==> src/inc/flag_bank_pkg.sv <==
// package: register map, field layout and bus types for the interrupt flag bank
package flag_bank_pkg;
    localparam int ADDR_W = 4;
    localparam int DATA_W = 32;
    localparam int FLAG_W = 16;

    // word addresses (byte address = 4 * word)
    localparam logic [ADDR_W-1:0] ADDR_FIRST = 4'h0;
    localparam logic [ADDR_W-1:0] ADDR_THIRD = 4'h1;
    localparam logic [ADDR_W-1:0] ADDR_EVENT = 4'h2;
    localparam logic [ADDR_W-1:0] ADDR_MASK = 4'h3;

    // implemented bits of each flag register
    localparam logic [FLAG_W-1:0] FIRST_IMPL = 16'h000B;
    localparam logic [FLAG_W-1:0] THIRD_IMPL = 16'h39FF;
    localparam logic [FLAG_W-1:0] FLAG_RESET = 16'h0000;
    localparam logic [1:0] EVENT_RESET = 2'h0;
    localparam logic [DATA_W-1:0] UNMAPPED_READ = 32'h0000_0000;

    // first register bit positions
    localparam int BIT_INPUT_CHANGE = 3;
    localparam int BIT_PORT1_MASTER = 1;
    localparam int BIT_PORT1_SLAVE = 0;
    // event status bits: a flag rose in first / third register
    localparam int EV_FIRST = 0;
    localparam int EV_THIRD = 1;

    typedef enum logic [1:0] {
        BUS_IDLE = 2'b00,
        BUS_ANSWER = 2'b01
    } bus_state_e;

    typedef struct packed {
        logic [ADDR_W-1:0] address;
        logic read;
        logic write;
        logic [DATA_W-1:0] writedata;
        logic [3:0] byteenable;
    } avmm_req_s;

    typedef struct packed {
        logic [FLAG_W-1:0] first;
        logic [FLAG_W-1:0] third;
    } flag_pair_s;
endpackage : flag_bank_pkg

==> src/rtl/flag_bank.sv <==
// interrupt flag bank: two flag registers, event status, mask and irq, Avalon-MM slave
`timescale 1ns/1ps
module flag_bank (
    input wire logic core_clk, // 50 MHz system clock
    input wire logic reset_n, // synchronous reset, active low
    input wire logic [flag_bank_pkg::ADDR_W-1:0] avs_address, // word address
    input wire logic avs_read, // read request
    input wire logic avs_write, // write request
    input wire logic [flag_bank_pkg::DATA_W-1:0] avs_writedata, // write data
    input wire logic [3:0] avs_byteenable, // byte lanes
    output logic [flag_bank_pkg::DATA_W-1:0] avs_readdata, // read data
    output logic avs_waitrequest, // stall, high until answer cycle
    input wire logic input_change_req, // input change notification event
    input wire logic port1_master_req, // first port master event
    input wire logic port1_slave_req, // first port slave event
    input wire logic [flag_bank_pkg::FLAG_W-1:0] third_req, // third register sources by bit
    output flag_bank_pkg::flag_pair_s flags_out, // flags to processor interrupt logic
    output logic irq // level, any unmasked event bit set
);
    import flag_bank_pkg::*;

    typedef struct packed {
        bus_state_e bus;
        logic [DATA_W-1:0] rdata;
        logic wait_n;
        logic [1:0] events;
        logic [1:0] mask;
        logic irq;
        flag_pair_s flags;
    } bank_state_s;

    bank_state_s state_reg;
    bank_state_s state_next;

    logic [FLAG_W-1:0] first_set;
    logic [FLAG_W-1:0] first_flags;
    logic [FLAG_W-1:0] third_flags;
    logic [FLAG_W-1:0] first_rose;
    logic [FLAG_W-1:0] third_rose;
    logic [FLAG_W-1:0] lane_mask;
    logic take;
    logic wr_first;
    logic wr_third;

    always_comb begin
        first_set = '0;
        first_set[BIT_INPUT_CHANGE] = input_change_req;
        first_set[BIT_PORT1_MASTER] = port1_master_req;
        first_set[BIT_PORT1_SLAVE] = port1_slave_req;
    end

    // request acted on only in the answer cycle, so it takes effect exactly once
    assign take = (state_reg.bus == BUS_ANSWER);
    assign lane_mask = {{8{avs_byteenable[1]}}, {8{avs_byteenable[0]}}};
    assign wr_first = take && avs_write && (avs_address == ADDR_FIRST);
    assign wr_third = take && avs_write && (avs_address == ADDR_THIRD);

    flag_word #(.IMPL(FIRST_IMPL)) u_first (
        .core_clk(core_clk),
        .reset_n(reset_n),
        .set_pulse(first_set),
        .wr_en(wr_first),
        .wr_data(avs_writedata[FLAG_W-1:0]),
        .wr_mask(lane_mask),
        .flags(first_flags),
        .rose(first_rose)
    );

    flag_word #(.IMPL(THIRD_IMPL)) u_third (
        .core_clk(core_clk),
        .reset_n(reset_n),
        .set_pulse(third_req),
        .wr_en(wr_third),
        .wr_data(avs_writedata[FLAG_W-1:0]),
        .wr_mask(lane_mask),
        .flags(third_flags),
        .rose(third_rose)
    );

    always_comb begin
        state_next = state_reg;
        state_next.flags.first = first_flags;
        state_next.flags.third = third_flags;
        state_next.wait_n = 1'b0;
        // event bits are sticky; a new event beats the read clear
        // clear only what the read reported, so a bit set after capture is not lost
        if (take && avs_read && (avs_address == ADDR_EVENT)) begin
            state_next.events = state_reg.events & ~state_reg.rdata[EV_THIRD:EV_FIRST];
        end
        if (|first_rose) begin
            state_next.events[EV_FIRST] = 1'b1;
        end
        if (|third_rose) begin
            state_next.events[EV_THIRD] = 1'b1;
        end
        case (state_reg.bus)
            BUS_IDLE: begin
                if (avs_read || avs_write) begin
                    state_next.bus = BUS_ANSWER;
                    state_next.wait_n = 1'b1;
                    if (avs_address == ADDR_FIRST) begin
                        state_next.rdata = {16'h0000, first_flags & FIRST_IMPL};
                    end else if (avs_address == ADDR_THIRD) begin
                        state_next.rdata = {16'h0000, third_flags & THIRD_IMPL};
                    end else if (avs_address == ADDR_EVENT) begin
                        state_next.rdata = {30'h0000_0000, state_reg.events};
                    end else if (avs_address == ADDR_MASK) begin
                        state_next.rdata = {30'h0000_0000, state_reg.mask};
                    end else begin
                        state_next.rdata = UNMAPPED_READ;
                    end
                end
            end
            BUS_ANSWER: begin
                state_next.bus = BUS_IDLE;
                if (avs_write && (avs_address == ADDR_MASK) && avs_byteenable[0]) begin
                    state_next.mask = avs_writedata[1:0];
                end
            end
            default: begin
                state_next.bus = BUS_IDLE;
            end
        endcase
        state_next.irq = |(state_next.events & state_next.mask);
    end

    always_ff @(posedge core_clk) begin
        if (!reset_n) begin
            state_reg.bus <= BUS_IDLE;
            state_reg.rdata <= UNMAPPED_READ;
            state_reg.wait_n <= 1'b0;
            state_reg.events <= EVENT_RESET;
            state_reg.mask <= EVENT_RESET;
            state_reg.irq <= 1'b0;
            state_reg.flags <= '{first: FLAG_RESET, third: FLAG_RESET};
        end else begin
            state_reg <= state_next;
        end
    end

    assign avs_readdata = state_reg.rdata;
    assign avs_waitrequest = ~state_reg.wait_n;
    assign flags_out = state_reg.flags;
    assign irq = state_reg.irq;
endmodule : flag_bank

==> src/rtl/flag_word.sv <==
// one flag register: sticky set by sources, software write, unimplemented bits held at zero
`timescale 1ns/1ps
module flag_word #(
    parameter logic [flag_bank_pkg::FLAG_W-1:0] IMPL = '0
) (
    input wire logic core_clk, // system clock
    input wire logic reset_n, // synchronous reset, active low
    input wire logic [flag_bank_pkg::FLAG_W-1:0] set_pulse, // source requests
    input wire logic wr_en, // software write of this word
    input wire logic [flag_bank_pkg::FLAG_W-1:0] wr_data, // written value
    input wire logic [flag_bank_pkg::FLAG_W-1:0] wr_mask, // lanes being written
    output logic [flag_bank_pkg::FLAG_W-1:0] flags, // current flags
    output logic [flag_bank_pkg::FLAG_W-1:0] rose // flags newly set this edge
);
    import flag_bank_pkg::*;

    typedef struct packed {
        logic [FLAG_W-1:0] flags;
        logic [FLAG_W-1:0] rose;
    } word_state_s;

    word_state_s state_reg;
    word_state_s state_next;

    always_comb begin
        state_next = state_reg;
        state_next.rose = '0;
        for (int i = 0; i < FLAG_W; i++) begin
            if (IMPL[i]) begin
                // set beats a simultaneous software clear so no request is lost
                if (set_pulse[i]) begin
                    state_next.flags[i] = 1'b1;
                    state_next.rose[i] = ~state_reg.flags[i];
                end else if (wr_en && wr_mask[i]) begin
                    state_next.flags[i] = wr_data[i];
                end
            end else begin
                state_next.flags[i] = 1'b0;
            end
        end
    end

    always_ff @(posedge core_clk) begin
        if (!reset_n) begin
            state_reg <= '{flags: FLAG_RESET, rose: FLAG_RESET};
        end else begin
            state_reg <= state_next;
        end
    end

    assign flags = state_reg.flags;
    assign rose = state_reg.rose;
endmodule : flag_word

==> config.mk <==
export PLATFORM = sky130hd
export DESIGN_NAME = flag_bank
export DESIGN_NICKNAME = d
export VERILOG_FILES = /design/src/inc/flag_bank_pkg.sv /design/src/rtl/flag_bank.sv /design/src/rtl/flag_word.sv
export SDC_FILE = /design/constraint.sdc
export NUM_CORES = 1
export LEC_CHECK = 0
export BUFFER_PORTS_ARGS = -buffer_cell sky130_fd_sc_hd__buf_2
export CAP_MARGIN = 25
export CORE_UTILIZATION = 46
export CTS_BUF_LIST = sky130_fd_sc_hd__clkbuf_16
export DETAILED_ROUTE_END_ITERATION = 16
export GPL_TIMING_DRIVEN = 1
export PLACE_DENSITY = 0.9
export SETUP_SLACK_MARGIN = 0.3
export SYNTH_ARGS = -nofsm -noshare
export SYNTH_HDL_FRONTEND = slang
export SYNTH_SLANG_ARGS = --single-unit
==> constraint.sdc <==
create_clock -name core_clk -period 2.1 [get_ports core_clk]
set_input_delay 0.315 -clock core_clk [delete_from_list [all_inputs] [get_ports core_clk]]
set_output_delay 0.315 -clock core_clk [all_outputs]
set_load 0.005 [all_outputs]
Yosys cells after proc, flatten, opt, wreduce, memory -nomap -nowiden:

Index checks and enable logic that the tools add are counted.

* output and inout port bits: 66
* bits of input ports: 63
* flip-flop bits (word level): 135

* eq/ne operators: 3
* multiplexer cells: 40
* bitwise logic cells: 19
* reductions and logical operators: 48

Operators by type and width (count)
* 32-bit two-way mux: 3
* 2-bit AND reduction: 17
* 1-bit two-way mux: 33
* 16-bit OR reduction: 2
* 2-bit nonzero test: 15
* 1-bit inverter: 16
* 1-bit logical AND: 10
* 4-bit by 2-bit equality test with 1-bit output (second input constant): 2
* 2-bit two-way mux: 4
* 2-bit bitwise AND: 2
* 4-bit by 1-bit equality test with 1-bit output (second input constant): 1
* 4-bit zero test: 1
* 2-bit zero test: 1
* 2-bit inverter: 1
* 2-bit OR reduction: 1
* 1-bit logical OR: 1

Depth between registers and ports, before layout:

Gate-level depths: netlist of the first run.

* depth in word-level cells: 7
* depth in mapped cells: 5
* gate-level depth less buffers: 4

Cells and area by module:

From an unflattened synthesis of the first run, not the netlist that was laid out.

* cells, all modules: 379
* area, all modules: 3573.4 um2

By module, submodules not included
* flag_bank: area an instance 2209.6 um2, instances 1, cells an instance 234
* flag_word (u_third): area an instance 952.2 um2, instances 1, cells an instance 97
* flag_word (u_first): area an instance 411.6 um2, instances 1, cells an instance 48

Least setup slack after synthesis of the first run:

No wires, ideal clock.

* path type: in2reg
* start point: input avs_address[0] (netlist name)
* end point: register u_third.state_reg, in the netlist u_third.flags[5]
* cell stages on the path: 5
* data required time: 1968 ps
* buffers on the path: 1
* arrival time: 1413 ps
* slack: 554 ps
* cell sequence: clkbuf_8 > or4b_4 > nor2_8 > mux2i_1 > a21oi_1

* cells in the longest elaborated chain, start to end: 4

Ends and longest elaborated chain
* start, declared: line flag_bank.sv:6 `input wire logic [flag_bank_pkg::ADDR_W-1:0] avs_address,`
* 4-bit by 1-bit equality test with 1-bit output: line flag_bank.sv:56 `assign wr_third = take && avs_write && (avs_address == ADDR_THIRD);`
* 1-bit logical AND: line flag_bank.sv:56
* 1-bit logical AND: line flag_word.sv:34 `end else if (wr_en && wr_mask[i]) begin`
* 2-bit nonzero test (no source line)
* end signal, assigned: line flag_word.sv:45 `state_reg <= '{flags: FLAG_RESET, rose: FLAG_RESET};`
* end signal, assigned: line flag_word.sv:47 `state_reg <= state_next;`
* end, declared: line flag_word.sv:22 `word_state_s state_reg;`

No other way between the ends.
A chain may end at the register's enable or synchronous reset.

Worst setup path after layout of the first run:

* start point: register state_reg[70] (netlist name)
* end point: register u_first.state_reg, in the netlist u_first.flags[1]

* cells in the longest elaborated chain, start to end: 4

Ends and longest elaborated chain
* start, declared: line flag_bank.sv:32 `bank_state_s state_reg;`
* start signal, assigned: line flag_bank.sv:137 `state_reg <= state_next;`
* 1-bit logical AND (2 in series): line flag_bank.sv:55 `assign wr_first = take && avs_write && (avs_address == ADDR_FIRST);`
* 1-bit logical AND: line flag_word.sv:34
* 2-bit nonzero test (no source line)
* end signal, assigned: line flag_word.sv:45
* end signal, assigned: line flag_word.sv:47
* end, declared: line flag_word.sv:22

No other way between the ends.

==> impl_results.md, run 1 <==
* Worst hold-check path type: in2reg
* Share of cells above drive strength 1 at between 20 and 30%
* Wire length of the first global-routing pass at 7860 um
* Cell-internal power at around 0.0024 W
* Final Critical Period at 1540 ps
* DR vias at ~1800
* Area growth from synthesis to layout at 12.7%
* Number of max-slew violations in the final report at 0
* CTS clock-pin slew for the worst setup and hold paths at 50 ps
* Clock insertion delay at the later pin of the skew report at 330 ps
* Standby leakage power at approximately 1.5 nW
* Post-synthesis instance area at 2720 um^2
* Sequential fraction of the synthesis area at 47.1%
* Setup violations, final at 0
* Count of TritonRoute iterations in the first routing pass at 4
* Overall die height at 78.9 um
* Final std cells w/o fill at around 390
* Reg power frac at between 40% and 50%
* Clock tree from TritonCTS: built
* Half-perimeter wire length of the detailed placement result at 3710 um
* Placer's final routability congestion estimate at 0.789
* Antenna violations before repair at 0
* Fraction of synthesis flops using an asynchronous set or reset pin at 0%
* Worst setup path category: reg2reg
* Endpoints failing hold at 0
* Commonest register cell after synthesis: dfxtp_1
* Total Neg Setup Slack at 0 ps
* Crit-path cells: nand3_1 > nor3_2 > mux2i_1 > a21oi_1
* Total power at just over 0.003 W
* Fraction of the cycle the final worst path needs at 73.3%
* IO Port Bufs at 65
* # nets final at 380
* Net switching power figure at around 0.00066 W
* Inserted Clock Buffers at 9
* Worst ir drop on vdd at 0.000657 V
* Maximum frequency from static timing analysis at 0.650 GHz
* CP max FO at 4
* Yosys reg bits at between 60 and 70
* Tot GR Track Use at 17.5%
* Setup Fix Bufs, Post-CTS at 0
* Initial core utilization at 48.5%
* CTS sink count at 64
* IO Pins at 129
* Synth Instances at 276
* Number of warnings printed during yosys synthesis at 0
* Share of power burned in combinational logic at about 6.6%
* Number of violations reported at the end of detailed-routing iteration 0 at 83
* Maximum number of pins on one net before global-route repair at 46
* Unrepaired setup endpoints after global routing: false
* Number of levels in the clock H-tree at 3
* Critical path data required time at approximately 2300 ps
* Number of flip-flops in the largest register at 15
* EDFF count, synth at 0
* Tightest Pin Transition at 723 ps
* Post-cts hold buffer count at 0
* Horizontal die dimension at approximately 79 um
* Result of the run: completed
* Remaining antenna violation count at 0
* Crit path DAT at 1710 ps
* Per-instance average area after synthesis at 9.86 um^2
* Post-route DRC at 0
* N_diodes at 0
* GRT overflow at 0
* Largest stage delay on the critical path at around 430 ps
* Longest Clk Path Bufs at 2
* Switching power share of the total at between 20% and 30%
* Total Wirelength at about 5100 um
* Number of different library cells in the post-synthesis netlist at 31
* Total power per unit cell area at 996 nW/um^2
* Floorplan Core Area at 5610 um^2
* Critical path startpoint category: flop
* Row Count at 27
* Final Skew at 6.16 ps
* Post-cts sizing count at 0
* Slew headroom at 51.8%
* Relative contribution of the clock network to total power at 50.4%
* Post-placement cell count at 378
* Final Util at 54.7%
* Number of maximum-capacitance violations at 0
* Slowest CP cell: nor3_2
* Routed wirelength normalized by instance count at ~13 um
* Top cell type by total area after synthesis: dfxtp_1
* Crit path capture type: flop
* Vias in the first global route at 1563
* Share of the synthesized area in the top cell type at 47.1%
* Die Outline Area at between 6000 and 7000 um^2
* Cell chosen for the clock root: clkbuf_16
* Main area contributors after synthesis: dfxtp_1 (47%), buf_4 (18%), mux2i_1 (6.3%), and2_1 (3.7%), nor3_1 (3.5%)
* Vias/cell at 4.56
-- worst max-delay path, delay by kind of cell (launching register included) --
family / cells / cell delay [ps]
DFF: 1 / 360
muxes: 1 / 240
and+or+nand+nor: 2 / 690
AOI/OAI and AO/OA: 1 / 90
-- power by group through the flow --
stage               Clock [W]  Sequential (W)  Combinational [W]
finish                0.00154         0.00131           0.000201
global route          0.00163         0.00132           0.000226
CTS                   0.00157         0.00131           0.000201
detailed placement          0         0.00134           0.000200
global placement            0         0.00134           0.000193
floorplan                   0         0.00132           0.000198
-- per-layer routing --
| layer | up-vias | GRT usage (%) | part of all wire, % | wire length, um |
|---|---|---|---|---|
| li1 | 898 | - | - | - |
| met1 | 813 | 22.0 | 44 | 2270 |
| met2 | 78 | 25.9 | 46 | 2370 |
| met3 | 8 | 6.78 | 7.2 | 366 |
| met4 | 0 | 8.73 | 1.9 | 99 |
| met5 | - | 0 | 0 | 0 |
-- layout by cell type (no fill, tap or decap), types with 3 or more instances in the layout --
cell / count
nor4_1: 3
clkinv_2: 3
conb_1: 37
dfxtp_1: 64
inv_1: 19
clkbuf_16: 9
a22oi_1: 11
buf_2: 65
and2_1: 16
mux2i_1: 17
nor3_1: 19
nand2_1: 3
nor2_1: 15
a21oi_1: 16
-- cells in the mapped netlist (2+ instances only) --
| library cell | count |
|---|---|
| a21oi_1 | 16 |
| nand2_1 | 3 |
| inv_1 | 19 |
| o41ai_1 | 2 |
| nor3_1 | 19 |
| nor2_1 | 15 |
| mux2i_1 | 17 |
| a22oi_1 | 11 |
| nor4_1 | 3 |
| buf_4 | 65 |
| nand3_1 | 2 |
| dfxtp_1 | 64 |
| and2_1 | 16 |
| mux4_1 | 2 |
| clkbuf_1 | 6 |
-- metrics by stage --
| stage | hold WS, ps | instance area, um^2 | worst slack (ps) |
|---|---|---|---|
| after floorplan | 426 | 2860 | 554 |
| after global placement | 450 | 2760 | 381 |
| after detailed placement | 463 | 2760 | 336 |
| after CTS | 217 | 3070 | 569 |
| after global routing | 224 | 3070 | 485 |
| final | 225 | 3070 | 560 |
-- cells by family after synthesis --
| family | count (synthesis) | synth area share [%] |
|---|---|---|
| AO/OA/AOI/OAI | 32 | 7.54 |
| buffers and inverters | 92 | 22.0 |
| flip-flops | 64 | 47.1 |
| multiplexers | 20 | 9.01 |
| other | 1 | 0.138 |
| AND/OR/NAND/NOR | 67 | 14.2 |
-- final cells by class --
| type | count | area, um^2 |
|---|---|---|
| Sequential cell | 64 | 1280 |
| Clock inverter | 7 | 86.3 |
| Fill cell | 497 | 2540 |
| Clock buffer | 9 | 225 |
| Tap cell | 72 | 90.1 |
| Inverter | 20 | 75.1 |
| Multi-Input combinational cell | 156 | 976 |
| Timing Repair Buffer | 66 | 333 |
-- path summary, 6_finish.rpt --
kind / start / endpoint / slack [ps] / cells past startpoint
hold reg to reg: u_first.flags[0] / u_first.rose[0] / 480 / 1
setup / recovery: state_reg[70] / u_first.flags[1] / 560 / 4
hold / removal: third_req[1] / u_third.rose[1] / 220 / 3
setup reg to reg: state_reg[70] / u_first.flags[1] / 560 / 4
(Power assumes the default switching activity.)
==> run 2, diff against run 1 <==
Settings changed: ABC_AREA from default to 1, CORE_UTILIZATION 46 to 47, PLACE_DENSITY 0.9 to 0.91.
Clock period 2.1 ns to 1.6 ns, I/O delays scaled along.
==> impl_results.md, run 2 <==
* Critical path data required time at ~1800 ps
* Fraction of the cycle the final worst path needs at between 70% and 80%
* Crit path capture type: flop
* Commonest cells post-synth: nand2_1 (88), buf_4 (64), dfxtp_1 (64), inv_1 (56), nor2_1 (31)
* Unrepaired setup endpoints after global routing: true
* Fraction of synthesis flops using an asynchronous set or reset pin at 0%
* Share of the synthesized area in the top cell type at a little over two fifths
* Share of cells above drive strength 1 at 23.6%
* Vias in the first global route at 1936
* Longest Clk Path Bufs at 2
* IO Pins at 129
* Maximum frequency from static timing analysis at ~0.8 GHz
* Total Wirelength at 5770 um
* Inserted Clock Buffers at 9
* Standby leakage power at 1.80 nW
* Overall die height at approximately 81 um
* Die Outline Area at ~6500 um^2
* Worst hold slack after final layout at 141 ps
* Most common library cell in the layout ignoring fill and taps: nand2_1
* Antenna violations before repair at 0
* Remaining antenna violation count at 0
* # nets final at 503
* Half-perimeter wire length of the detailed placement result at 4150 um
* Worst hold-check path type: in2reg
* CTS clock-pin slew for the worst setup and hold paths at 50 ps
* Result of the run: completed
* Initial core utilization at 48.9%
* Final worst-path setup slack at 357 ps
* Source of the worst hold timing path: third_req[1]
* EDFF count, synth at 0
* N_diodes at 0
* Final Critical Period at 1240 ps
* Commonest cells after routing, fill and taps aside: nand2_1 (88), buf_2 (65), dfxtp_1 (63), inv_1 (57), conb_1 (37)
* Endpoints failing hold at 0
* Post-placement worst setup slack at 182 ps
* GRT overflow at 0
* DR vias at ~2300
* Worst ir drop on vdd at 0.000725 V
* Floorplan Core Area at 5960 um^2
* Most frequently used cell type in the post-synthesis netlist: nand2_1
* Crit path DAT at 1470 ps
* Worst setup slack for register-to-register paths at 360 ps
* Wire length of the first global-routing pass at 8360 um
* Number of max-slew violations in the final report at 0
* Count of TritonRoute iterations in the first routing pass at 4
* Setup violations, final at 0
* Number of warnings printed during yosys synthesis at 0
* Horizontal die dimension at 80.7 um
* IO Port Bufs at 65
* Top cell type by total area after synthesis: dfxtp_1
* Total Neg Setup Slack at 0 ps
* Sequential fraction of the synthesis area at a little over two fifths
* Routed wirelength normalized by instance count at roughly 11 um
* Vias/cell at roughly 4.4
* Layout filler cell count at 550
* Area growth from synthesis to layout at 13.0%
* Clock tree from TritonCTS: built
* Clock insertion delay at the later pin of the skew report at 330 ps
* CP max FO at 6
* Post-route DRC at 0
* Worst setup path category: reg2reg
* Row Count at 28
* Worst R2R Start: state_reg[70]
* Start point of the critical path: state_reg[70]
* Yosys reg bits at 64
* Cell chosen for the clock root: clkbuf_16
* Main area contributors after synthesis: dfxtp_1 (44%), buf_4 (16%), nand2_1 (11%), inv_1 (7.2%), nor2_1 (4.0%)
* Number of levels in the clock H-tree at 3
* Final Skew at 5.94 ps
* CTS sink count at 64
* Number of flip-flops in the largest register at 15
* Per-instance average area after synthesis at 7.41 um^2
* Maximum number of pins on one net before global-route repair at 23
* Total power per unit cell area at between 1000 and 1500 nW/um^2
* Number of maximum-capacitance violations at 0
* Number of different library cells in the post-synthesis netlist at 23
* Post-synthesis instance area at 2910 um^2
* Critical path startpoint category: flop
* Tot GR Track Use at 17.5%
* Commonest register cell after synthesis: dfxtp_1
* Placer's final routability congestion estimate at 0.834
* Total power at 0.00395 W
* Final Util at 55.3%
* Number of violations reported at the end of detailed-routing iteration 0 at 100
* Synth Instances at 393
run 2: changes by cell type after synthesis, moves of 3 or more:
cell,before,now
nor4_1,3,0
nand2_1,3,88
nand3_1,2,12
a21oi_2,0,5
nor2_1,15,31
inv_1,19,56
a22oi_1,11,0
o21ai_0,0,10
and2_1,16,0
nor3_1,19,16
nand2_2,0,8
mux2i_1,17,0
run 2: worst paths after layout:
kind,endpoint,depth (start not counted)
worst max-delay path,u_third.flags[2],9
worst min-delay path,u_third.rose[1],3
worst max register to register,u_third.flags[2],9
worst min register to register,u_third.rose[1],1
run 2: worst max-delay path, cell delays in order, from the launching register on:
cell and delay [ps]:
dfxtp_4 370, nand2_2 70, inv_2 70, nand2_2 70
nor2_4 180, inv_1 140, nand2_1 80, nand3_1 60
nand2_1 60, inv_1 30
run 2: cell type report:
cell class	count	area, um^2	share of cell area (%)
inverter	59	221	6.72
clock inverter	6	52.6	1.60
clock buffer	9	225	6.84
sequential	64	1280	39.0
multi-input combinational	232	1020	30.9
timing repair buffer	74	397	12.0
tap	75	93.8	2.85
run 2: power breakdown:
group	total [W]	internal [W]	switching, W
clock network	0.00184	0.00117	0.000665
logic	0.000357	0.000145	0.000212
registers	0.00175	0.00170	0.0000552
run 2: cell families (layout without fill, tap and decap cells):
kind of cell	after synthesis	after routing	synth area share (%)
DFF	64	64	44.0
buffers and inverters	133	148	26.0
other	1	37	0.129
and+or+nand+nor	159	159	22.9
AOI/OAI and AO/OA	36	36	7.04
run 2: through the flow:
step                area, um^2  instances
finish                    3290        519
global route              3290        519
CTS                       3260        517
detailed placement        2990        502
global placement          2990        502
floorplan                 3050        429
run 2: per-layer routing:
metal  share of wire (%)  track usage, %  vias to the layer above  wire length (um)
met1                  42            20.0                      991              2420
met4                 2.6            9.46                        0               151
met3                 7.9            7.53                       14               454
li1                    -               -                     1177                 -
met2                  47            27.6                       80              2740
met5                   0               0                        -                 0
run 2: what timing repair did:
item / CTS / global route
buffers inserted: 0 / 2
setup endpoints to repair: 8 / 9
resized for setup: 1 / 4
pin swaps: 1 / 1
hold buffers: 0 / 0
==> run 3, diff against run 2 <==
Clock period 1.6 ns to 1.3 ns, I/O delays scaled along.
==> impl_results.md, run 3 (synthesis gave the netlist of run 2 again) <==
* Routed wirelength normalized by instance count at 12.0 um
* Most common library cell in the layout ignoring fill and taps: nand2_1
* CTS clock-pin slew for the worst setup and hold paths at 50 ps
* Total area of sequential cells at approximately 1300 um^2
* Critical path data required time at approximately 1600 ps
* Tot GR Track Use at 19.1%
* Clock tree from TritonCTS: built
* Largest stage delay on the critical path at 380 ps
* Setup violations, final at 0
* Multi-input gate area in the final layout at ~1100 um^2
* Layout filler cell count at 516
* Worst ir drop on vdd at 0.000882 V
* Total Neg Setup Slack at 0 ps
* CTS sink count at 64
* Post-placement worst setup slack at -110 ps
* CP max FO at 5
* Worst hold stages at 3
* Final Critical Period at 1180 ps
* Final worst-path setup slack at 122 ps
* Share of cells above drive strength 1 at around 31%
* Most heavily used metal layer in global routing: met2
* Met3 Resource Use GR at 3.71%
* Half-perimeter wire length of the detailed placement result at 4170 um
* Row Count at 28
* Overall die height at 80.7 um
* Met2 track demand over resource in global routing at 31.9%
* Source of the worst hold timing path: third_req[1]
* Worst hold-check path type: in2reg
* Endpoints failing hold at 0
* Horizontal die dimension at 80.7 um
* Die Outline Area at 6520 um^2
* Remaining antenna violation count at 0
* Result of the run: completed
* Floorplan Core Area at just under 6000 um^2
* Fraction of the cycle the final worst path needs at 90.6%
* IO Port Bufs at 65
* IO Pins at 129
* Final std cells w/o fill at around 530
* Inserted Clock Buffers at 9
* Total power per unit cell area at about 1500 nW/um^2
* Wire length of the first global-routing pass at 9230 um
* Maximum number of pins on one net before global-route repair at 25
* Critical path startpoint category: flop
* Number of maximum-capacitance violations at 0
* Vias/cell at around 4.6
* Slowest CP cell: dfxtp_4
* Commonest cells after routing, fill and taps aside: nand2_1 (81), buf_2 (65), dfxtp_1 (60), inv_1 (51), conb_1 (37)
* GRT overflow at 0
* Antenna violations before repair at 0
* Count of TritonRoute iterations in the first routing pass at 4
* Met1 routing resource usage after global routing at 21.9%
* Vias in the first global route at between 2000 and 2500
* Longest Clk Path Bufs at 2
* Post-cts hold buffer count at 0
* Area growth from synthesis to layout at 20.6%
* Clock insertion delay at the later pin of the skew report at 320 ps
* Number of levels in the clock H-tree at 3
* Crit-path cells: nand2_4 > inv_4 > nand2_4 > nor2_4 > buf_6 > nand2_2 > nand2_1 > inv_1 > a21oi_2
* Total Wirelength at about 6300 um
* DR vias at 2395
* Crit path capture type: flop
* Number of flip-flops in the largest register at 15
* Worst R2R Start: state_reg[70]
* Final Skew at 5.39 ps
* N_diodes at 0
* Placer's final routability congestion estimate at 0.811
* Worst setup slack for register-to-register paths at 120 ps
* Post-route DRC at 0
* Total power at 0.00536 W
* R2R Path End: u_third.flags[7]
* # nets final at between 500 and 600
* Post-placement cell count at 504
* Standby leakage power at 1.90 nW
* Maximum frequency from static timing analysis at 0.849 GHz
* Worst setup path category: reg2reg
* Cell chosen for the clock root: clkbuf_16
* Reg2Reg Depth at 9
* Number of max-slew violations in the final report at 0
* Crit path DAT at 1440 ps
* Number of violations reported at the end of detailed-routing iteration 0 at 166
* Unrepaired setup endpoints after global routing: true
* Most common cell on crit path: nand2_4
* Initial core utilization at 48.9%
* Min-Delay Endpoint: u_third.rose[1]
==> run 3: worst max-delay path by stage <==
stage                  start                to  slack, ps
2_1_floorplan  state_reg[70]  u_third.flags[1]        250
3_3_place_gp   state_reg[70]   avs_readdata[0]        -70
3_5_place_dp   state_reg[70]   avs_readdata[7]       -110
4_1_cts        state_reg[70]   avs_readdata[6]        120
5_1_grt        state_reg[70]  u_third.flags[7]         60
6_report       state_reg[70]  u_third.flags[7]        120
==> run 3: per-stage QoR <==
step	util, %	hold slack [ps]	area (um^2)
final	59.0	97.5	3510
after global routing	59.0	113	3510
after CTS	57.0	89.9	3390
after detailed placement	50.5	426	3010
after global placement	50.5	424	3010
after floorplan	-	309	3060
==> run 3: layout make-up <==
type | instances | area share (%)
clock buffers | 9 | 6.41
flip-flops and latches | 64 | 36.7
repair buffers | 79 | 13.5
multi-input cells | 233 | 31.2
inverters | 59 | 6.37
clock inverters | 7 | 3.17
well taps | 75 | 2.67
==> run 3: report_power, final <==
group          leakage, nW  internal [W]  total [W]  switching [W]
logic                 1.20      0.000226   0.000523       0.000298
registers            0.532       0.00209    0.00216      0.0000734
clock network        0.167       0.00186    0.00268       0.000823
==> run 3: layer usage <==
metal	up-vias	wire length, um
met4	0	220
li1	1198	-
met2	100	3140
met3	21	443
met1	1076	2520
met5	-	0
==> run 3: worst max-delay path, delay by kind of cell (launching register included) <==
family,cells,cell delay (ps)
flops,1,380
simple gates,5,380
compound gates,1,90
buf+inv,3,260
==> run 3: repair_timing <==
action	in CTS	in global routing
pin swaps	5	9
buffers inserted	1	4
endpoints found under the setup margin	29	34
cloned	0	1
gates resized for setup	12	23
